==> config.mk <==
export PLATFORM = sky130hd
export DESIGN_NAME = ocpm_regs
export DESIGN_NICKNAME = d
export VERILOG_FILES = /design/src/ocpm_pkg.sv /design/src/ocpm_regs.sv /design/src/ocpm_pin_map.sv
export VERILOG_INCLUDE_DIRS = /design/src
export SDC_FILE = /design/constraint.sdc
export NUM_CORES = 1
export LEC_CHECK = 0
export ABC_AREA = 1
export BUFFER_PORTS_ARGS = -buffer_cell sky130_fd_sc_hd__buf_2
export CORE_ASPECT_RATIO = 1.1
export CORE_MARGIN = 4
export CORE_UTILIZATION = 35
export CTS_BUF_LIST = sky130_fd_sc_hd__clkbuf_16
export CTS_CLUSTER_DIAMETER = 200
export DETAILED_ROUTE_END_ITERATION = 7
export PLACE_DENSITY = 0.66
export SETUP_SLACK_MARGIN = 0.5
export SYNTH_ARGS = -nofsm -noshare
export SYNTH_HDL_FRONTEND = slang
export SYNTH_SLANG_ARGS = --single-unit
==> constraint.sdc <==
create_clock -name clk_i -period 4.9 [get_ports clk_i]
set_input_delay 0 -clock clk_i [delete_from_list [all_inputs] [get_ports clk_i]]
set_output_delay 0 -clock clk_i [all_outputs]
set_load 0.01 [all_outputs]
==> src/ocpm_map.svh <==
// ocpm_map.svh: offsets, field positions and reset values of the
// output phase and pin map register slice
// assumes: included by the design modules and the bench
`ifndef OCPM_MAP_SVH
`define OCPM_MAP_SVH

////////////////////////////////////////////////////////////////////////
// byte offsets on the host port
`define OCPM_ADDR_S0D_HI   8'hc1
`define OCPM_ADDR_S0D_LO   8'hc2
`define OCPM_ADDR_OSC_SEL  8'hc3
`define OCPM_ADDR_REV      8'hc6
`define OCPM_ADDR_S1C_HI   8'hc7
`define OCPM_ADDR_S1C_LO   8'hc8
`define OCPM_ADDR_S1D_HI   8'hc9
`define OCPM_ADDR_S1D_LO   8'hca
`define OCPM_ADDR_PIN0     8'he0
`define OCPM_ADDR_PIN1     8'he1
`define OCPM_ADDR_PIN2     8'he2

////////////////////////////////////////////////////////////////////////
// field positions
`define OCPM_COARSE_MSB    12
`define OCPM_QUAD_LSB      13
`define OCPM_OSC_DIS_BIT   0
`define OCPM_ROLE_BIT      7
`define OCPM_IDX_MSB       6

////////////////////////////////////////////////////////////////////////
// reset values
`define OCPM_PHASE_RST     16'h0000
`define OCPM_OSC_RST       8'h00
`define OCPM_PIN01_RST     8'h00
`define OCPM_PIN2_RST      8'h60
`define OCPM_MAP_UNUSED    8'h00
`define OCPM_UNMAPPED_RD   8'h00
// revision byte: value is arbitrary
`define OCPM_REV_DEFAULT   8'ha5

`endif

==> src/ocpm_pkg.sv <==
// ocpm_pkg.sv: types and the quadrature decode for the phase slice
// assumes: nothing beyond the map header
package ocpm_pkg;

  typedef logic signed [12:0] ocpm_coarse_t;
  typedef logic [2:0]         ocpm_quad_t;
  typedef logic signed [8:0]  ocpm_deg_t;
  typedef logic [7:0]         ocpm_byte_t;

  // quadrature code to signed degrees
  function automatic ocpm_deg_t ocpm_quad_deg(input ocpm_quad_t code);
    ocpm_deg_t d;
    d = 9'sd0;
    case (code)
      3'b000:  d = 9'sd0;
      3'b001:  d = -9'sd45;
      3'b010:  d = -9'sd90;
      3'b011:  d = -9'sd135;
      3'b100:  d = 9'sd180;
      3'b101:  d = 9'sd135;
      3'b110:  d = 9'sd90;
      3'b111:  d = 9'sd45;
      default: d = 9'sd0;
    endcase
    return d;
  endfunction

endpackage

==> src/ocpm_regs.sv <==
// ocpm_regs.sv: phase offset, oscillator select, revision and pin maps
// assumes: host port and pins synchronous to clk_i
//
// Contract
// - low 13 bits of phase register are signed whole-period shift
// - negative count delays outputs, positive count advances them
// - each post divider has its own phase register for all its clocks
// - top three bits add a 45-degree quadrature step
// - codes 000,001,010,100,101,110,111 give 0,-45,-90,180,135,90,45
// - code 011 gives -135 degrees
// - oscillator select bit 0 clear enables driver, set disables it
// - revision byte is fixed; full revision adds bits 6:5 of 0x00
// - pin map low seven bits index a 128-bit table
// - pin map bit 7: 0 control input, 1 status output
// - pin maps 0,1 reset unused; pin map 2 resets to 0x60
`timescale 1ns/10ps
`include "ocpm_map.svh"
module ocpm_regs
  import ocpm_pkg::*;
#(
  parameter ocpm_byte_t REV_CODE = `OCPM_REV_DEFAULT // arbitrary value
)
(
  // clock, reset, enable
  input  wire logic         clk_i,
  input  wire logic         srst_i,
  input  wire logic         ce_i,
  // host byte port
  input  wire logic         reg_wr_i,
  input  wire logic         reg_rd_i,
  input  wire ocpm_byte_t   reg_addr_i,
  input  wire ocpm_byte_t   reg_wdata_i,
  output ocpm_byte_t        reg_rdata_o,
  output logic              reg_rvalid_o,
  // phase outputs: 0 synth0 div d, 1 synth1 div c, 2 synth1 div d
  output ocpm_coarse_t      ph_coarse_o [3],
  output ocpm_deg_t         ph_quad_deg_o [3],
  output logic [2:0]        ph_delay_o,
  output logic [2:0]        ph_advance_o,
  output logic [2:0]        ph_update_o,
  // oscillator and revision
  output logic              osc_drv_en_o,
  input  wire logic [1:0]   chip_rev_hi_i,
  output logic [9:0]        full_revision_o,
  // general-purpose pins and tables
  input  wire logic [2:0]   pin_i,
  output logic [2:0]        pin_o,
  output logic [2:0]        pin_oe_o,
  input  wire logic [127:0] stat_table_i,
  output logic [127:0]      ctrl_table_o
);

  ////////////////////////////////////////////////////////////////////
  // phase register address table
  localparam ocpm_byte_t PH_HI [3] = '{`OCPM_ADDR_S0D_HI,
                                       `OCPM_ADDR_S1C_HI,
                                       `OCPM_ADDR_S1D_HI};
  localparam ocpm_byte_t PH_LO [3] = '{`OCPM_ADDR_S0D_LO,
                                       `OCPM_ADDR_S1C_LO,
                                       `OCPM_ADDR_S1D_LO};

  logic [15:0] ph_act_q [3];
  logic [15:0] ph_stg_q [3];
  logic [1:0]  ph_got_q [3];

  ////////////////////////////////////////////////////////////////////
  // phase registers, one per post divider
  genvar g;
  generate
    for (g = 0; g < 3; g++)
    begin : g_ph
      wire         hit_hi = reg_wr_i && (reg_addr_i == PH_HI[g]);
      wire         hit_lo = reg_wr_i && (reg_addr_i == PH_LO[g]);
      wire [15:0]  stg_d  = {hit_hi ? reg_wdata_i : ph_stg_q[g][15:8],
                             hit_lo ? reg_wdata_i : ph_stg_q[g][7:0]};
      wire [1:0]   got_d  = ph_got_q[g] | {hit_hi, hit_lo};
      wire         done_w = (got_d == 2'b11);
      ocpm_coarse_t crs_w;
      ocpm_quad_t   qd_w;

      // stage bytes, commit the pair at once
      always_ff @(posedge clk_i)
      begin
        if (srst_i)
        begin
          ph_stg_q[g]    <= `OCPM_PHASE_RST;
          ph_act_q[g]    <= `OCPM_PHASE_RST;
          ph_got_q[g]    <= 2'b00;
          ph_update_o[g] <= 1'b0;
        end
        else if (ce_i)
        begin
          ph_stg_q[g]    <= stg_d;
          ph_got_q[g]    <= done_w ? 2'b00 : got_d;
          ph_update_o[g] <= done_w;
          if (done_w)
          begin
            ph_act_q[g] <= stg_d;
          end
        end
      end

      // field decode of the active value
      assign crs_w = ph_act_q[g][`OCPM_COARSE_MSB:0];
      assign qd_w  = ph_act_q[g][15:`OCPM_QUAD_LSB];
      assign ph_coarse_o[g]   = crs_w;
      assign ph_quad_deg_o[g] = ocpm_quad_deg(qd_w);
      assign ph_delay_o[g]    = crs_w < 0;
      assign ph_advance_o[g]  = crs_w > 0;

      a_phase_pair_commit:
      assert property (@(posedge clk_i) disable iff (srst_i)
        (ce_i && hit_lo && !hit_hi && ph_got_q[g] == 2'b10) |=>
          (ph_update_o[g] && ph_act_q[g] ==
           {$past(ph_stg_q[g][15:8]), $past(reg_wdata_i)}))
      else $error("phase pair not committed");

      a_phase_half_hold:
      assert property (@(posedge clk_i) disable iff (srst_i)
        (ce_i && hit_hi && !hit_lo && ph_got_q[g] == 2'b00) |=>
          (!ph_update_o[g] && $stable(ph_act_q[g])))
      else $error("phase applied after one byte");

      a_coarse_dir:
      assert property (@(posedge clk_i) disable iff (srst_i)
        ph_update_o[g] |->
          (ph_delay_o[g] == ph_act_q[g][`OCPM_COARSE_MSB]) &&
          (ph_advance_o[g] == (!ph_act_q[g][`OCPM_COARSE_MSB] &&
                               ph_act_q[g][11:0] != 12'h000)))
      else $error("coarse direction wrong");

      a_quad_code_map:
      assert property (@(posedge clk_i) disable iff (srst_i)
        (qd_w == 3'b011 |-> ph_quad_deg_o[g] == -9'sd135) and
        (qd_w == 3'b101 |-> ph_quad_deg_o[g] == 9'sd135) and
        (qd_w == 3'b001 |-> ph_quad_deg_o[g] == -9'sd45))
      else $error("quadrature decode wrong");
    end
  endgenerate

  ////////////////////////////////////////////////////////////////////
  // oscillator select and pin map registers
  logic       osc_q;
  ocpm_byte_t pin_map_q [3];

  wire wr_osc = reg_wr_i && (reg_addr_i == `OCPM_ADDR_OSC_SEL);
  wire wr_p0  = reg_wr_i && (reg_addr_i == `OCPM_ADDR_PIN0);
  wire wr_p1  = reg_wr_i && (reg_addr_i == `OCPM_ADDR_PIN1);
  wire wr_p2  = reg_wr_i && (reg_addr_i == `OCPM_ADDR_PIN2);

  // byte writes; reserved oscillator bits are not stored
  always_ff @(posedge clk_i)
  begin
    if (srst_i)
    begin
      osc_q        <= 1'(`OCPM_OSC_RST);
      pin_map_q[0] <= `OCPM_PIN01_RST;
      pin_map_q[1] <= `OCPM_PIN01_RST;
      pin_map_q[2] <= `OCPM_PIN2_RST;
    end
    else if (ce_i)
    begin
      if (wr_osc)
        osc_q <= reg_wdata_i[`OCPM_OSC_DIS_BIT];
      if (wr_p0)
        pin_map_q[0] <= reg_wdata_i;
      if (wr_p1)
        pin_map_q[1] <= reg_wdata_i;
      if (wr_p2)
        pin_map_q[2] <= reg_wdata_i;
    end
  end

  // driver enabled while the select bit is clear
  assign osc_drv_en_o = !osc_q;
  // revision byte joined with the two high bits from register 0x00
  assign full_revision_o = {chip_rev_hi_i, REV_CODE};

  ////////////////////////////////////////////////////////////////////
  // read path, answered one cycle after the request
  ocpm_byte_t rd_mux;

  always_comb
  begin
    rd_mux = `OCPM_UNMAPPED_RD;
    case (reg_addr_i)
      `OCPM_ADDR_S0D_HI:  rd_mux = ph_act_q[0][15:8];
      `OCPM_ADDR_S0D_LO:  rd_mux = ph_act_q[0][7:0];
      `OCPM_ADDR_OSC_SEL: rd_mux = {7'h00, osc_q};
      `OCPM_ADDR_REV:     rd_mux = REV_CODE;
      `OCPM_ADDR_S1C_HI:  rd_mux = ph_act_q[1][15:8];
      `OCPM_ADDR_S1C_LO:  rd_mux = ph_act_q[1][7:0];
      `OCPM_ADDR_S1D_HI:  rd_mux = ph_act_q[2][15:8];
      `OCPM_ADDR_S1D_LO:  rd_mux = ph_act_q[2][7:0];
      `OCPM_ADDR_PIN0:    rd_mux = pin_map_q[0];
      `OCPM_ADDR_PIN1:    rd_mux = pin_map_q[1];
      `OCPM_ADDR_PIN2:    rd_mux = pin_map_q[2];
      default:            rd_mux = `OCPM_UNMAPPED_RD;
    endcase
  end

  // registered read data
  always_ff @(posedge clk_i)
  begin
    if (srst_i)
    begin
      reg_rdata_o  <= 8'h00;
      reg_rvalid_o <= 1'b0;
    end
    else if (ce_i)
    begin
      reg_rvalid_o <= reg_rd_i;
      if (reg_rd_i)
        reg_rdata_o <= rd_mux;
    end
  end

  ////////////////////////////////////////////////////////////////////
  // pins and control table
  logic [2:0] c_we;
  logic [6:0] c_idx [3];

  genvar p;
  generate
    for (p = 0; p < 3; p++)
    begin : g_pin
      ocpm_pin_map u_pin (
        .clk_i        (clk_i),
        .srst_i       (srst_i),
        .ce_i         (ce_i),
        .map_i        (pin_map_q[p]),
        .stat_table_i (stat_table_i),
        .pin_i        (pin_i[p]),
        .pin_o        (pin_o[p]),
        .pin_oe_o     (pin_oe_o[p]),
        .ctrl_we_o    (c_we[p]),
        .ctrl_idx_o   (c_idx[p])
      );
    end
  endgenerate

  // control bits follow their pins; higher pin wins on a shared index
  always_ff @(posedge clk_i)
  begin
    if (srst_i)
      ctrl_table_o <= 128'h0;
    else
      for (int i = 0; i < 3; i++)
        if (c_we[i])
          ctrl_table_o[c_idx[i]] <= pin_i[i];
  end

  ////////////////////////////////////////////////////////////////////
  // checks
  a_osc_drv_sel:
  assert property (@(posedge clk_i) disable iff (srst_i)
    (ce_i && wr_osc) |=>
      (osc_drv_en_o == !$past(reg_wdata_i[0])))
  else $error("oscillator driver enable wrong");

  a_pin2_reset_val:
  assert property (@(posedge clk_i)
    $fell(srst_i) |-> (pin_map_q[2] == 8'h60 && pin_map_q[0] == 8'h00
                       && !ctrl_table_o[96]))
  else $error("pin map reset value wrong");

  a_rev_read_fixed:
  assert property (@(posedge clk_i) disable iff (srst_i)
    (ce_i && reg_rd_i && reg_addr_i == `OCPM_ADDR_REV) |=>
      (reg_rvalid_o && reg_rdata_o == REV_CODE))
  else $error("revision read wrong");

  a_ctrl_bit_follow:
  assert property (@(posedge clk_i) disable iff (srst_i)
    (c_we[2] && c_idx[2] == 7'h60) |=>
      (ctrl_table_o[96] == $past(pin_i[2])))
  else $error("control bit did not follow pin");

endmodule

==> src/ocpm_pin_map.sv <==
// ocpm_pin_map.sv: one general-purpose pin steered by its map byte
// assumes: pin and status table synchronous to clk_i
`timescale 1ns/10ps
`include "ocpm_map.svh"
module ocpm_pin_map
  import ocpm_pkg::*;
(
  // clock, reset, enable
  input  wire logic         clk_i,
  input  wire logic         srst_i,
  input  wire logic         ce_i,
  // map byte and tables
  input  wire ocpm_byte_t   map_i,
  input  wire logic [127:0] stat_table_i,
  // pin
  input  wire logic         pin_i,
  output logic              pin_o,
  output logic              pin_oe_o,
  // control table write
  output logic              ctrl_we_o,
  output logic [6:0]        ctrl_idx_o
);

  ////////////////////////////////////////////////////////////////////
  // role decode
  wire       used_w   = (map_i != `OCPM_MAP_UNUSED);
  wire       status_w = map_i[`OCPM_ROLE_BIT];
  wire [6:0] idx_w    = map_i[`OCPM_IDX_MSB:0];

  // control role writes the pin level into the table each clock that ce_i is high
  assign ctrl_we_o  = used_w && !status_w && ce_i;
  assign ctrl_idx_o = idx_w;

  // status role drives the addressed status bit
  always_ff @(posedge clk_i)
  begin
    if (srst_i)
    begin
      pin_o    <= 1'b0;
      pin_oe_o <= 1'b0;
    end
    else if (ce_i)
    begin
      pin_o    <= status_w ? stat_table_i[idx_w] : 1'b0;
      pin_oe_o <= used_w && status_w;
    end
  end

  ////////////////////////////////////////////////////////////////////
  // checks
  a_status_pin_drive:
  assert property (@(posedge clk_i) disable iff (srst_i)
    (ce_i && used_w && status_w) |=>
      (pin_oe_o && pin_o == $past(stat_table_i[idx_w])))
  else $error("status pin not driven from table");

  a_control_no_drive:
  assert property (@(posedge clk_i) disable iff (srst_i)
    (ce_i && !status_w) |=> !pin_oe_o)
  else $error("control pin driven");

endmodule

==> results by group <==
Timing
  – Hold Fails Final Rpt: 0
  – RSZ-0062 raised after global routing: false
  – Worst Max-Slew Pin Slew: ~1.2 ns
  – Tmin final: ~3.3 ns
  – Final setup margin: ~1.6 ns
  – # setup viols final: 0
  – Skew final: around 0.018 ns
  – Max-slew violations: 0
  – Max-slew headroom: 0.197
  – Achievable Freq: 0.301 GHz
  – Hold_ws: roughly 0.00009 ns
  – Setup_tns: 0 ns
  – Tcrit/Tclk final: 0.678

Setup path
  – Setup CP Type: reg -> reg
  – Worst reg2reg setup slack: ~1.6 ns
  – WP data required: around 5.3 ns
  – Slowest cell delay on critical path: 0.66 ns
  – Reg-to-reg endpoint: ctrl_table_o[117]
  – CP endpoint kind: register
  – Critical Path Fanout Max: 17
  – Cell Chain, Critical Path: inv_1, nor2_4, inv_2, nor2_4, inv_1, o21ai_0, nand2_1, o21ai_0, a21oi_1
  – CP Data Arrival Time: between 3 and 4 ns
  – Worst-case reg-to-reg path depth: 9
  – CP Buf/Inv Count: 3
  – Worst path slowest cell: inv_1
  – Startpoint types: register
  – Critical path startpoint: pin_map_q[0][2]
  – R2r startpoint: pin_map_q[0][2]
  – Crit path max-delay family: simple AND/OR/NAND/NOR gates

Global routing
  – Largest net degree at the start of global routing: 84
  – GRT busiest layer: met2
  – Met3 Track Usage GR: 0.0619
  – Grt ovf: 0
  – First-pass GRT wire length: 136 mm
  – Vias in the first global route: between 20000 and 25000
  – Initial antenna violation count: 10
  – Global routing usage on met1: 0.362
  – GR Layer Usage met2: 0.437
  – Tot GR Track Use: 0.279

Route
  – Drt pass-1 iters: 8
  – Vias: approximately 24000
  – Post-DRT Antenna Nets: 0
  – DR vias/cell: 5.60
  – # DRC: 0
  – Routed wire length: 91.4 mm
  – Iter 0 DRT Violations: approximately 3000
  – Routed len/inst: roughly 21 um

CTS
  – CTS Hold Buffers Added: 14
  – Clock root buffer: clkbuf_16
  – Clock network latency to the later pin of the worst-skew pair: 0.60 ns
  – Post-CTS Resized: 0
  – Clock buffer depth: 3
  – CTS tree: done
  – Clock buffer count from CTS: 30
  – Clock transition at the registers of the reported paths: about 0.060 ns
  – Num Clock Sinks: 273
  – Post-CTS Setup Inserts: 0
  – Htree depth: 1

Logic synthesis
  – Yosys reg bits: between 200 and 300
  – EDFF count, synth: between 100 and 150
  – Ys async rst share: 0
  – Post-synth top area cell: edfxtp_1
  – Top FF cell, synth: dfxtp_1
  – Synth area leaders: edfxtp_1, nand2_1, dfxtp_1, nor2_1, nand3_1
  – Syn Area/Cell: 6.11 um^2
  – Yosys warnings: 0
  – Cells after Synth: 3335
  – Synth top area share: 0.186
  – Mapped cell area: a little over 20000 um^2
  – Sequential area share after synthesis: 0.330
  – Most common library cells after synthesis: nand2_1, nor2_1, nand3_1
  – Yosys cell types: 41
  – Cell with the most instances after synthesis: nand2_1

Placement
  – IO buf count: 370
  – Dpl hpwl: roughly 63 mm
  – GPL Wtd Cong: around 0.96
  – Place WS: 1.81 ns

Floorplan
  – Top-level I/O count: 383
  – Die X: between 200 and 250 um
  – Core ar.: around 57000 um^2
  – Initial core utilization: 0.355
  – Row Count: 92
  – DIE AREA: slightly above 60000 um^2
  – Die height: approximately 260 um

Pwr
  – Internal: 4.06 mW
  – Sw Share: 0.309
  – Combinational share of power: 0.164
  – Net switching power: 1.82 mW
  – Flop pwr share: 0.426
  – Power, Total: between 5 and 6 mW
  – Leak Pwr: about 11 nW
  – Clock power share: 0.410
  – Maximum vdd drop: about 0.00037 V
  – Power Dens Cells: approximately 250 nW/um^2

Outcome
  – Status: completed

Job
  – Max-Cap Viols: 0

Finish
  – Final Util: 0.411
  – Area grow syn2layout: 15.8%
  – Fillcell total: about 6200
  – Final #Nets: 3752
  – Layout cells sized above 1: 0.145

Worst hold path
  – Worst Hold Depth: 0
  – Hold Path Class: in -> out
  – Hold path startpoint: chip_rev_hi_i[0]
  – Endpoint, Worst Hold: full_revision_o[8]
per-layer routing:
layer	part of all wire	vias to the layer above	wire length, um
met5	0.00073	-	67
met4	0.060	12	5530
met3	0.12	330	11000
met2	0.44	1608	40600
met1	0.37	11100	34200
li1	-	11400	-
cells in the final DEF (no fill, tap or decap), types with 21 or more instances in the layout:
cell and n:
nand2_1 990, nor2_1 472, buf_2 367, nand3_1 340, inv_1 300, a21oi_1 270, o21ai_0 217, dfxtp_1 147
edfxtp_1 126, o21ai_1 49, a31oi_1 47, o211ai_1 31, clkbuf_16 30, nor2_4 23, inv_2 21, nand4_1 21
worst max-delay path by stage:
stage / slack [ns] / to / cells after the start
after floorplan: 2.32 / ph_act_q[2][0] / 8
after global placement: 1.84 / ctrl_table_o[5] / 11
after detailed placement: 1.81 / ctrl_table_o[100] / 10
after CTS: 1.70 / ctrl_table_o[49] / 8
after global routing: 1.47 / ctrl_table_o[100] / 10
final: 1.58 / ctrl_table_o[117] / 9
stage by stage:
| step | instance area, um^2 | cells |
|---|---|---|
| after detailed placement | 22500 | 4292 |
| after floorplan | 20400 | 3341 |
| after CTS | 23600 | 4362 |
| final | 23600 | 4366 |
| after global routing | 23600 | 4365 |
| after global placement | 22500 | 4292 |
flip-flops by register name (all words and copies together), names as in the netlist:
signal / flops
ctrl_table_o: 128
ph_act_q: 48
ph_stg_q: 48
pin_map_q: 24
reg_rdata_o: 8
ph_got_q: 6
g_pin.u_pin.pin_o: 3
g_pin.u_pin.pin_oe_o: 3
ph_update_o: 3
osc_q: 1
reg_rvalid_o: 1
layout make-up:
type / count / area [um^2] / area share
multi-input combinational: 2560 / 11600 / 0.491
antenna: 4 / 10.0 / 0.000424
clock buffer: 30 / 751 / 0.0318
clock inverter: 26 / 255 / 0.0108
tap: 752 / 941 / 0.0399
timing repair buffer: 401 / 2130 / 0.0901
sequential: 273 / 6730 / 0.285
inverter: 320 / 1200 / 0.0509
power by group through the flow:
stage | Clock (mW) | Sequential (mW) | Combinational (mW)
after floorplan | 0 | 2.54 | 0.563
after global placement | 0 | 2.55 | 0.920
after detailed placement | 0 | 2.55 | 0.923
after CTS | 2.41 | 2.50 | 0.934
after global routing | 2.50 | 2.51 | 1.04
final | 2.41 | 2.50 | 0.965
cell families (layout without fill, tap and decap cells):
logic type	Yosys count	count (layout)	synth area share
simple gates	1908	1908	0.394
xor+xnor	2	2	0.000860
compound gates	622	622	0.161
other cells	2	12	0.000368
mux	8	8	0.00393
fa+ha+maj	12	12	0.00737
buf+inv	508	777	0.102
flops	273	273	0.330
Power figures use the tool's default switching activity.
